--- src/stepper_scale_consts.svh ---
// Register offsets, field positions, reset values and scaling constants
`ifndef STEPPER_SCALE_CONSTS_SVH
`define STEPPER_SCALE_CONSTS_SVH
`define CURRENT_SCALE_ADDR 7'h08
`define COIL_ZERO_ADDR 7'h09
`define HOLD_AMP_MSB 15
`define HOLD_AMP_LSB 12
`define RUN_AMP_MSB 4
`define RUN_AMP_LSB 1
`define COIL_CODE_MSB 10
`define COIL_CODE_LSB 1
`define AMP_RESET 4'h0
`define COIL_CODE_RESET 10'h000
`define PTR_ZERO_DEG 2'h0
`define PHASE_ZERO 7'h00
`define PHASE_QUARTER 7'h10
`define PHASE_HALF 7'h20
`define PHASE_THREE_QUARTER 7'h30
`define ADC_FULL_MV 16'h36B0
`define SUPPLY_FULL_MV 16'h6D60
`endif

--- src/stepper_scale_pkg.sv ---
// Types shared by the current scale and coil voltage logic
package stepper_scale_pkg;
   typedef struct packed {
      logic wrStrobe;
      logic rdStrobe;
      logic [6:0] addr;
      logic [15:0] wrData;
   } reg_req_t;
   typedef struct packed {
      logic rdValid;
      logic [15:0] rdData;
      logic known;
   } reg_rsp_t;
   typedef struct packed {
      logic sampleValid;
      logic [6:0] phase;
      logic [11:0] adcCode;
   } coil_sample_t;
   typedef enum logic [1:0] {
      CAP_IDLE = 2'b00,
      CAP_SCALE = 2'b01
   } cap_state_t;
endpackage

--- src/coil_voltage_scaler.sv ---
// Maps a captured ADC code onto the 10-bit supply-range coil voltage code
`timescale 1ns/1ns
`include "stepper_scale_consts.svh"
module coil_voltage_scaler (
   input wire logic [11:0] adcCode,
   output logic [9:0] coilCode
);
   logic [27:0] scaled;
   always_comb begin
      // ADC full scale is half the supply range; 28 V maps to code 1023
      scaled = 28'(adcCode) * 28'(`ADC_FULL_MV);
      scaled = scaled / 28'(`SUPPLY_FULL_MV);
      coilCode = scaled[11:2] | {10{|scaled[27:12]}};
   end
endmodule

--- src/stepper_scale_regs.sv ---
// Current scale and zero-degree coil voltage registers of the stepper driver
`timescale 1ns/1ns
`include "stepper_scale_consts.svh"
module stepper_scale_regs (
   input wire logic clk_sys,
   input wire logic nrst,
   input wire stepper_scale_pkg::reg_req_t regReq,
   output stepper_scale_pkg::reg_rsp_t regRsp,
   input wire logic holdMode,
   input wire stepper_scale_pkg::coil_sample_t coilSample,
   output logic [3:0] fullScaleSel,
   output logic [1:0] latestCapturePointer
);
   import stepper_scale_pkg::*;

   // ----------------------------------------
   // State
   // ----------------------------------------
   typedef struct packed {
      logic [3:0] holdAmplitude;
      logic [3:0] runAmplitude;
      logic [9:0] coilVoltageCode;
      logic [1:0] pointer;
      cap_state_t capState;
      logic [11:0] pendingAdc;
      logic [3:0] fullScaleSel;
      reg_rsp_t rsp;
   } state_t;

   state_t cur;
   state_t next_cur;
   logic [9:0] scaledCode;

   // ----------------------------------------
   // Reset state
   // ----------------------------------------
   localparam state_t RESET_STATE = '{
      holdAmplitude: `AMP_RESET,
      runAmplitude: `AMP_RESET,
      coilVoltageCode: `COIL_CODE_RESET,
      pointer: `PTR_ZERO_DEG,
      capState: CAP_IDLE,
      pendingAdc: 12'h000,
      fullScaleSel: `AMP_RESET,
      rsp: '0
   };

   // ----------------------------------------
   // Address decode
   // ----------------------------------------
   function automatic logic is_scale_addr(input logic [6:0] a);
      return a == `CURRENT_SCALE_ADDR;
   endfunction

   function automatic logic is_coil_zero_addr(input logic [6:0] a);
      return a == `COIL_ZERO_ADDR;
   endfunction

   function automatic logic is_mapped_addr(input logic [6:0] a);
      return is_scale_addr(a) || is_coil_zero_addr(a);
   endfunction

   function automatic logic write_hits_scale(input reg_req_t r);
      return r.wrStrobe && is_scale_addr(r.addr);
   endfunction

   // ----------------------------------------
   // Field extraction
   // ----------------------------------------
   function automatic logic [3:0] hold_field(input logic [15:0] w);
      return w[`HOLD_AMP_MSB:`HOLD_AMP_LSB];
   endfunction

   function automatic logic [3:0] run_field(input logic [15:0] w);
      return w[`RUN_AMP_MSB:`RUN_AMP_LSB];
   endfunction

   function automatic logic [3:0] amplitude_in_use(input logic hold,
      input logic [3:0] holdAmp, input logic [3:0] runAmp);
      return hold ? holdAmp : runAmp;
   endfunction

   // ----------------------------------------
   // Read words
   // ----------------------------------------
   function automatic logic [15:0] scale_word(input state_t s);
      logic [15:0] w;
      w = 16'h0000;
      w[`HOLD_AMP_MSB:`HOLD_AMP_LSB] = s.holdAmplitude;
      w[`RUN_AMP_MSB:`RUN_AMP_LSB] = s.runAmplitude;
      return w;
   endfunction

   function automatic logic [15:0] coil_zero_word(input state_t s);
      logic [15:0] w;
      w = 16'h0000;
      w[`COIL_CODE_MSB:`COIL_CODE_LSB] = s.coilVoltageCode;
      return w;
   endfunction

   function automatic logic [15:0] read_word(input logic [6:0] a, input state_t s);
      logic [15:0] w;
      w = 16'h0000;
      if (is_scale_addr(a)) begin
         w = scale_word(s);
      end else if (is_coil_zero_addr(a)) begin
         w = coil_zero_word(s);
      end
      return w;
   endfunction

   // ----------------------------------------
   // Phase decode
   // ----------------------------------------
   function automatic logic is_zero_phase(input coil_sample_t c);
      return c.sampleValid && (c.phase == `PHASE_ZERO);
   endfunction

   function automatic logic moves_pointer(input coil_sample_t c);
      logic hit;
      hit = 1'b0;
      if (c.sampleValid) begin
         hit = (c.phase == `PHASE_QUARTER) || (c.phase == `PHASE_HALF) ||
            (c.phase == `PHASE_THREE_QUARTER);
      end
      return hit;
   endfunction

   function automatic logic [1:0] pointer_for_phase(input logic [6:0] p);
      logic [1:0] ptr;
      ptr = `PTR_ZERO_DEG;
      unique case (p)
         `PHASE_QUARTER: ptr = 2'h1;
         `PHASE_HALF: ptr = 2'h2;
         `PHASE_THREE_QUARTER: ptr = 2'h3;
         default: ptr = `PTR_ZERO_DEG;
      endcase
      return ptr;
   endfunction

   // ----------------------------------------
   // Coil voltage scaling
   // ----------------------------------------
   coil_voltage_scaler coil_voltage_scaler_i (
      .adcCode(cur.pendingAdc),
      .coilCode(scaledCode)
   );

   // ----------------------------------------
   // Next state
   // ----------------------------------------
   always_comb begin
      next_cur = cur;

      // ----------------------------------------
      // Register writes
      // ----------------------------------------
      if (write_hits_scale(regReq)) begin
         next_cur.holdAmplitude = hold_field(regReq.wrData);
         next_cur.runAmplitude = run_field(regReq.wrData);
      end

      // ----------------------------------------
      // Read answer
      // ----------------------------------------
      next_cur.rsp.rdValid = 1'b0;
      if (regReq.rdStrobe) begin
         next_cur.rsp.rdValid = 1'b1;
         next_cur.rsp.rdData = read_word(regReq.addr, cur);
         next_cur.rsp.known = is_mapped_addr(regReq.addr);
      end

      // ----------------------------------------
      // Latest capture pointer
      // ----------------------------------------
      if (moves_pointer(coilSample)) begin
         next_cur.pointer = pointer_for_phase(coilSample.phase);
      end

      // ----------------------------------------
      // Zero-degree capture
      // ----------------------------------------
      unique case (cur.capState)
         CAP_IDLE: begin
            if (is_zero_phase(coilSample)) begin
               next_cur.pendingAdc = coilSample.adcCode;
               next_cur.capState = CAP_SCALE;
            end
         end
         CAP_SCALE: begin
            next_cur.coilVoltageCode = scaledCode;
            next_cur.pointer = `PTR_ZERO_DEG;
            next_cur.capState = CAP_IDLE;
         end
         default: begin
            next_cur.capState = CAP_IDLE;
         end
      endcase

      // ----------------------------------------
      // Amplitude select
      // ----------------------------------------
      next_cur.fullScaleSel = amplitude_in_use(holdMode, next_cur.holdAmplitude,
         next_cur.runAmplitude);
   end

   // ----------------------------------------
   // Registers
   // ----------------------------------------
   always_ff @(posedge clk_sys or negedge nrst) begin
      if (!nrst) begin
         cur <= RESET_STATE;
      end else begin
         cur <= next_cur;
      end
   end

   // ----------------------------------------
   // Outputs
   // ----------------------------------------
   assign regRsp = cur.rsp;
   assign fullScaleSel = cur.fullScaleSel;
   assign latestCapturePointer = cur.pointer;
endmodule

--- config.mk ---
export PLATFORM = sky130hd
export DESIGN_NAME = stepper_scale_regs
export DESIGN_NICKNAME = d
export VERILOG_FILES = /design/src/stepper_scale_pkg.sv /design/src/coil_voltage_scaler.sv /design/src/stepper_scale_regs.sv
export VERILOG_INCLUDE_DIRS = /design/src
export SDC_FILE = /design/constraint.sdc
export NUM_CORES = 1
export LEC_CHECK = 0
export BUFFER_PORTS_ARGS = -buffer_cell sky130_fd_sc_hd__buf_2
export CORE_MARGIN = 3
export CORE_UTILIZATION = 55
export CTS_BUF_LIST = sky130_fd_sc_hd__clkbuf_4
export DETAILED_ROUTE_END_ITERATION = 12
export GPL_TIMING_DRIVEN = 0
export HOLD_SLACK_MARGIN = 0.06
export PLACE_DENSITY = 0.82
export SLEW_MARGIN = 20
export SYNTH_ARGS = -nofsm -noshare
export SYNTH_HDL_FRONTEND = slang
export SYNTH_SLANG_ARGS = --single-unit
--- constraint.sdc ---
create_clock -name clk_sys -period 33.3 [get_ports clk_sys]
set_input_delay 1.665 -clock clk_sys [delete_from_list [all_inputs] [get_ports clk_sys]]
set_output_delay 1.665 -clock clk_sys [all_outputs]
set_load 0.005 [all_outputs]
### Word level (Yosys, flattened, before mapping)

Index checks and enable logic that the tools add are counted.

* word-level logic and storage cells: 41
* register bits after elaboration: 56
* input bits: 48
* output and inout port bits: 24

* multiplexer cells: 11
* bitwise logic cells: 1
* div/mod/pow operators: 1
* multipliers: 1
* reductions and logical operators: 10
* equality and inequality tests: 7

Operator list (count)
* divider 26 x 15 -> 28 bit, second input constant: 1
* multiplier 12 x 10 -> 22 bit, second input constant: 1
* 2-to-1 mux 18 bit: 1
* 2-to-1 mux 16 bit: 1
* OR reduction 16 bit: 1
* == test 7 x 4 -> 1 bit, second input constant: 2
* == test 7 x 6 -> 1 bit, second input constant: 2
* 2-to-1 mux 14 bit: 1
* 2-to-1 mux 11 bit: 1
* bitwise OR 10 bit: 1
* 2-to-1 mux 8 bit: 1
* == test 7 x 5 -> 1 bit, second input constant: 1
* zero test 7 bit: 1
* 2-to-1 mux 2 bit: 3
* one-hot mux 2 bit (3 select lines): 1
* 2-to-1 mux 4 bit: 1
* logical OR 1 bit: 3
* == test 2 x 1 -> 1 bit, second input constant: 1
* logical AND 1 bit: 2
* zero test 2 bit: 1
* != test 2 bit, second input constant: 1
* AND reduction 2 bit: 1
* nonzero test 2 bit: 1
* 2-to-1 mux 1 bit: 1

### Logic depth before layout (Yosys ltp)

Gate-level depths: netlist of run 1.

* depth in word-level cells: 6
* mapped depth: 53

### By module

Synthesis of run 1 repeated with hierarchy kept, for this count alone.

* cells, all modules: 1129
* area, all modules: 9671.8 µm²

Modules (own cells, without submodules)
* coil_voltage_scaler: area an instance 7203.2 µm², cells an instance 935, seq. area each 0.0 µm², instances 1
* stepper_scale_regs: area an instance 2468.6 µm², cells an instance 194, seq. area each 1326.3 µm², instances 1

### Worst setup path after synthesis of run 1

No wires, ideal clock.

* path kind: reg-to-reg
* from: register cur[28] (netlist bit)
* to: register cur[38] (netlist bit)
* path slack: 21.037 ns
* required time: 33.206 ns
* period minus slack after synthesis: 12.263 ns
* data arrival time: 12.169 ns
* setup time: 0.094 ns
* stages on the path, launching flop included: 49
* cells stage by stage: dfrtp_1 ha_1 xor2_1 ha_1 inv_1 fa_1 inv_1 fa_1 inv_1 fa_1 inv_1 ha_1 buf_6 a21o_1 a2111oi_4 or3_1 o311a_1 nand2_1 [13 not listed] o21ai_2 mux2_2 or4_4 nand2_2 mux2_1 or3_1 a2111oi_1 o21ai_1 a31oi_2 buf_6 mux2i_1 mux2i_2 xnor2_2 o211a_1 o2111a_1 or3_1 o211a_1 a211oi_1

* cells in the longest elaborated chain, start to end: 4

RTL lines
* start: declaration: line stepper_scale_regs.sv:30 `state_t cur;`
* start signal: assignment: line stepper_scale_regs.sv:214 `cur <= next_cur;`
* multiplier 12 x 10 -> 22 bit *: line coil_voltage_scaler.sv:11 `` scaled = 28'(adcCode) * 28'(`ADC_FULL_MV); ``
* divider 26 x 15 -> 28 bit *: line coil_voltage_scaler.sv:12 `` scaled = scaled / 28'(`SUPPLY_FULL_MV); ``
* OR reduction 16 bit: line coil_voltage_scaler.sv:13 `coilCode = scaled[11:2] | {10{|scaled[27:12]}};`
* bitwise OR 10 bit *: line coil_voltage_scaler.sv:13

Every way passes the cells marked *; elsewhere a longest branch is shown, timed or not.
A chain may end at the register's enable or synchronous reset.

### Worst setup path after layout of run 1

* from: register cur[26] (netlist bit)
* to: register cur[38] (netlist bit)

The elaborated chain is that of the path after synthesis.

==> metrics.txt, run 1 <==
outcome finished clean; Layout fillers about 1600; post-layout min period 14010 ps; Rel. slew slack 0.386; WS Path Type register to register; RePlAce Congestion around 0.94; Seq/Total Area, Yosys 0.130; H-tree depth 2; pre-CTS WS 19630 ps; Hold EP regRsp[9]$_DFFE_PN0P_; Achievable Freq 71.4 MHz; global router's overall resource usage 0.252; CTS root buffer clkbuf_4; R2R setup slack approximately 19000 ps; most frequent cells in the layout 130 x nand2_1, 101 x nor2_1, 97 x inv_1; CP peak stage delay 570 ps; DRT iter0 DRCs 792; vias per inst a little over 6; post-CTS sizing 0; Synth Cell Area 10200 um2; CP Launch Type register; Residual DRC 0; starting density of the core 0.564; via count 10000; layout cells sized above 1 0.157; FF/Latch Area roughly 1300 um2; Longest Clk Path Bufs 2; final core utilization 0.603; post-route setup slack 19290 ps; Top FF cell, synth dfrtp_1; worst slew pin tran 910 ps; # Post-CTS Setup Buffers 0; hpwl dp 20700 um; footprint of the multi-input gates 8100 um2; WP data required approximately 34000 ps; Data arrival, critical path 14300 ps; Port-buffer cells 61; FP Rows 49; FF-to-FF End cur[38]$_DFFE_PN0N_; antenna-violating nets left 0; WL final 25700 um; post-synthesis cell type count 113; total gr overflow 0; r2r worst-path depth 46; Top Family by Delay on Critical Path compound AO/OA/AOI/OAI gates; die area 20200 um2; Die Y 142 um; CTS tree done; largest net degree at the start of global routing 21; drt pass-1 iters 5; DIE WIDTH 142 um; vias in the first global route ~9400; Critical path buffers and inverters 6; Hold Path Stages 2; Sink Count between 50 and 60; Worst Hold Class register to register; Avg Synthesized Cell Area 7.83 um2; final setup vio count 0; routed len/inst 16.0 um; worst hold start cur[45]$_DFFE_PN0N_; TritonCTS Buffers 5; Fin. Hold Viols 0; Synth Warn # 0; Slew Viols, Final 0; fraction of registers with async set/reset 1.00; reg-to-reg startpoint cur[26]$_DFFE_PN0P_; IO Count 72; Crit. End Element register; clock insertion delay at the later pin of the skew report 380 ps; Area growth syn-to-layout 7.02%; antenna violations before repair 1; clk_skew 20.7 ps; Max Cap Viol 0; Worst-path clk slew roughly 170 ps; Post-synth EDFFs 0; Crit Path Max Fanout 10; layout net count roughly 1500; slowest CP cell fa_1; most common cell after layout, fill and taps aside nand2_1; Post-CTS Hold Fix Bufs 0; setup tns final 0 ps; Yosys reg bits 53; first-pass GRT wire length 44000 um; crit share post-route 0.421; RSZ-0062 raised after global routing false; Syn Inst Count ~1300; Core Box Area 18100 um2
Yosys cell counts (5+ instances only):
master / count / area (um2)
nand2_1: 130 / 488
nor2_1: 101 / 379
inv_1: 97 / 364
ha_1: 82 / 1030
a21oi_1: 80 / 400
o21ai_0: 69 / 345
dfrtp_1: 53 / 1330
nand3_1: 45 / 225
xnor2_1: 42 / 368
fa_1: 35 / 701
nor3_1: 34 / 170
clkbuf_1: 29 / 109
o211ai_1: 29 / 218
buf_4: 27 / 203
mux2_2: 24 / 270
and2_1: 21 / 131
xor2_1: 21 / 184
mux2i_1: 18 / 180
a31oi_1: 17 / 106
o21ai_1: 16 / 80.1
a21o_1: 15 / 113
and3_1: 15 / 93.8
o22ai_1: 15 / 93.8
nand4_1: 14 / 87.6
o21a_1: 14 / 105
o211a_1: 12 / 120
a211oi_1: 11 / 82.6
or2_2: 11 / 68.8
buf_2: 10 / 50.1
or3_1: 10 / 62.6
nor4_1: 9 / 56.3
o31ai_1: 9 / 67.6
nand2b_1: 8 / 50.1
a311o_1: 7 / 70.1
a21boi_0: 6 / 45.0
a22oi_1: 6 / 45.0
o22a_1: 6 / 52.6
a211o_1: 5 / 43.8
a221oi_1: 5 / 43.8
a31oi_2: 5 / 62.6
sequential cells by signal (all words and copies together), names as in the netlist:
| signal | count |
|---|---|
| fullScaleSel | 4 |
| cur | 31 |
| latestCapturePointer | 2 |
| regRsp | 16 |
worst min-delay path, cell delays in order, from the launching register on:
cell and delay, ps:
dfrtp_1 370, nand2_1 50, o21ai_0 60
worst max path at each step:
stage                        start                   to  depth (start not counted)
6_report       cur[26]$_DFFE_PN0P_  cur[38]$_DFFE_PN0N_                         46
5_1_grt        cur[24]$_DFFE_PN0P_  cur[38]$_DFFE_PN0N_                         45
4_1_cts        cur[25]$_DFFE_PN0P_  cur[38]$_DFFE_PN0N_                         46
2_1_floorplan  cur[28]$_DFFE_PN0P_  cur[38]$_DFFE_PN0N_                         48
3_3_place_gp   cur[25]$_DFFE_PN0P_  cur[38]$_DFFE_PN0N_                         46
3_5_place_dp   cur[24]$_DFFE_PN0P_  cur[38]$_DFFE_PN0N_                         45
cell families (layout without fill, tap and decap cells):
| logic type | after synthesis | count (layout) | share of synthesized area |
|---|---|---|---|
| and+or+nand+nor | 432 | 432 | 0.210 |
| AOI/OAI and AO/OA | 412 | 412 | 0.297 |
| buffers and inverters | 169 | 240 | 0.0763 |
| adders and majority gates | 120 | 120 | 0.172 |
| xor gates and xnor gates | 69 | 69 | 0.0637 |
| DFF | 53 | 53 | 0.130 |
| muxes | 47 | 47 | 0.0509 |
| other | 1 | 3 | 0.000368 |
metal layers:
layer,GRT usage,vias up,wire (um)
li1,-,4911,-
met1,0.347,4743,11800
met2,0.435,311,12300
met3,0.0158,35,1250
met4,0.0540,0,405
met5,0,-,0
layout make-up:
type,count,area share
repair buffers,63,0.0330
clock inverters,3,0.00229
diodes,1,0.000229
plain buffers,71,0.0376
well taps,229,0.0263
multi-input cells,1082,0.742
flip-flops and latches,53,0.122
inverters,98,0.0337
clock buffers,5,0.00344
through the flow:
| step | std cells | area [um2] | hold WS [ps] |
|---|---|---|---|
| 3_3_place_gp | 1594 | 10800 | 460 |
| 4_1_cts | 1604 | 10900 | 495 |
| 3_5_place_dp | 1596 | 10800 | 473 |
| 2_1_floorplan | 1304 | 10200 | 446 |
| 5_1_grt | 1605 | 10900 | 514 |
| 6_report | 1605 | 10900 | 480 |
Power of run 1 is not shown: default switching activity piles up to over one toggle a cycle in this logic, so the estimate is an artifact.
==> inputs of run 2 (changes only) <==
PLACE_DENSITY = 0.85   (was 0.82)
clock period = 11.8 ns   (was 33.3 ns; I/O delays follow)
==> metrics.txt, run 2 (synthesis results as in run 1) <==
Data arrival, critical path about 13000 ps; RSZ-0062 raised after global routing true; WS Path Type register to register; post-layout min period 12570 ps; Fin. Hold Viols 0; setup tns final -1230 ps; die area 20200 um2; layout net count 1684; TritonCTS Buffers 5; clock insertion delay at the later pin of the skew report 380 ps; via count 11820; CP Launch Type register; Slew Viols, Final 0; Longest Clk Path Bufs 2; Top reg by flops cur; Max Cap Viol 0; DIE WIDTH approximately 140 um; Crit Path Max Fanout 8; layout cells sized above 1 0.359; CTS tree done; worst slew pin tran 883 ps; vias in the first global route 10752; most frequent cells in the layout 168 x buf_4, 124 x nand2_1, 91 x nor2_1; Core Box Area 18100 um2; Achievable Freq 79.6 MHz; Crit. End Element register; ANT cells 0; Sink Count between 50 and 60; largest net degree at the start of global routing 54; antenna violations before repair 0; total gr overflow 0; Port-buffer cells 61; WL final 36500 um; hpwl dp approximately 21000 um; WP data required 12100 ps; H-tree depth 2; Rel. slew slack 0.407; clk_skew 16.9 ps; reg-to-reg startpoint cur[23]$_DFFE_PN0P_; CP peak stage delay 600 ps; slowest CP cell or4_4; number of flip-flops in the largest register 31; Layout fillers roughly 1100; RePlAce Congestion 0.959; routed len/inst 20.9 um; antenna-violating nets left 0; IO Count 72; first-pass GRT wire length 51700 um; FP Rows 49; vias per inst 6.76; Post-CTS Hold Fix Bufs 0; global router's overall resource usage 0.303; most common cell after layout, fill and taps aside buf_4; Die Y around 140 um; DRT iter0 DRCs 1516; post-route setup slack -767 ps; Residual DRC 0; crit share post-route 1.07; violated checks negative setup slack; Worst Hold Class input pin to asynchronous set/reset pin; drt pass-1 iters 8; starting density of the core 0.564; CTS root buffer clkbuf_4; Area growth syn-to-layout 33.6%; outcome finished with violations; Worst-path clk slew 170 ps; final setup vio count 2; start point of the critical path cur[23]$_DFFE_PN0P_
[run 2: area by class of cell]
type                    instances  area (um2)  share of cell area
inverters                      98         368              0.0270
flip-flops and latches         53        1340              0.0982
clock inverters                 3        25.0             0.00184
plain buffers                  64         428              0.0314
well taps                     229         287              0.0210
multi-input cells            1084        9620               0.706
clock buffers                   5        37.5             0.00275
repair buffers                213        1530               0.112
[run 2: path summary, 6_finish.rpt]
kind	endpoint	slack, ps	cells after the start
setup / recovery	cur[38]$_DFFE_PN0N_	-770	50
hold / removal	regRsp[8]$_DFFE_PN0P_	210	1
setup reg to reg	cur[38]$_DFFE_PN0N_	-770	50
hold reg to reg	regRsp[11]$_DFFE_PN0P_	500	2
max in group asynchronous	cur[32]$_DFFE_PN0P_	11080	1
min in group clk_sys	regRsp[17]$_DFF_PN0_	310	1
[run 2: critical path: cells and delay by family, from the launching register on]
kind | cells | cell delay, ps
and+or+nand+nor | 12 | 3450
xor gates and xnor gates | 2 | 460
DFF | 1 | 530
AOI/OAI and AO/OA | 18 | 3520
muxes | 4 | 1040
buffers and inverters | 8 | 1200
adders and majority gates | 6 | 2260
[run 2: routing by layer]
metal | track usage | vias up | routed length [um]
met5 | 0 | - | 0
met1 | 0.384 | 5585 | 13600
li1 | - | 5223 | -
met4 | 0.0939 | 0 | 1910
met3 | 0.0360 | 214 | 2640
met2 | 0.539 | 798 | 18400
[run 2: what timing repair did]
action	4_1_cts	5_1_grt
pin swaps	68	85
cloned	1	1
gates resized for setup	135	160
setup endpoints to repair	3	2
setup buffers	83	71
[run 2: per-stage QoR]
step | area, um2 | worst slack [ps] | utilization | hold WS, ps | instances
6_report | 13600 | -767 | 0.754 | 214 | 1749
5_1_grt | 13600 | -1120 | 0.754 | 236 | 1749
4_1_cts | 12400 | -359 | 0.683 | 239 | 1685
3_5_place_dp | 10900 | -1700 | 0.604 | 471 | 1594
3_3_place_gp | 10900 | -1490 | 0.604 | 451 | 1594
2_1_floorplan | 10300 | 2.30 | - | 294 | 1304
Power of run 2 is left out for the same reason.
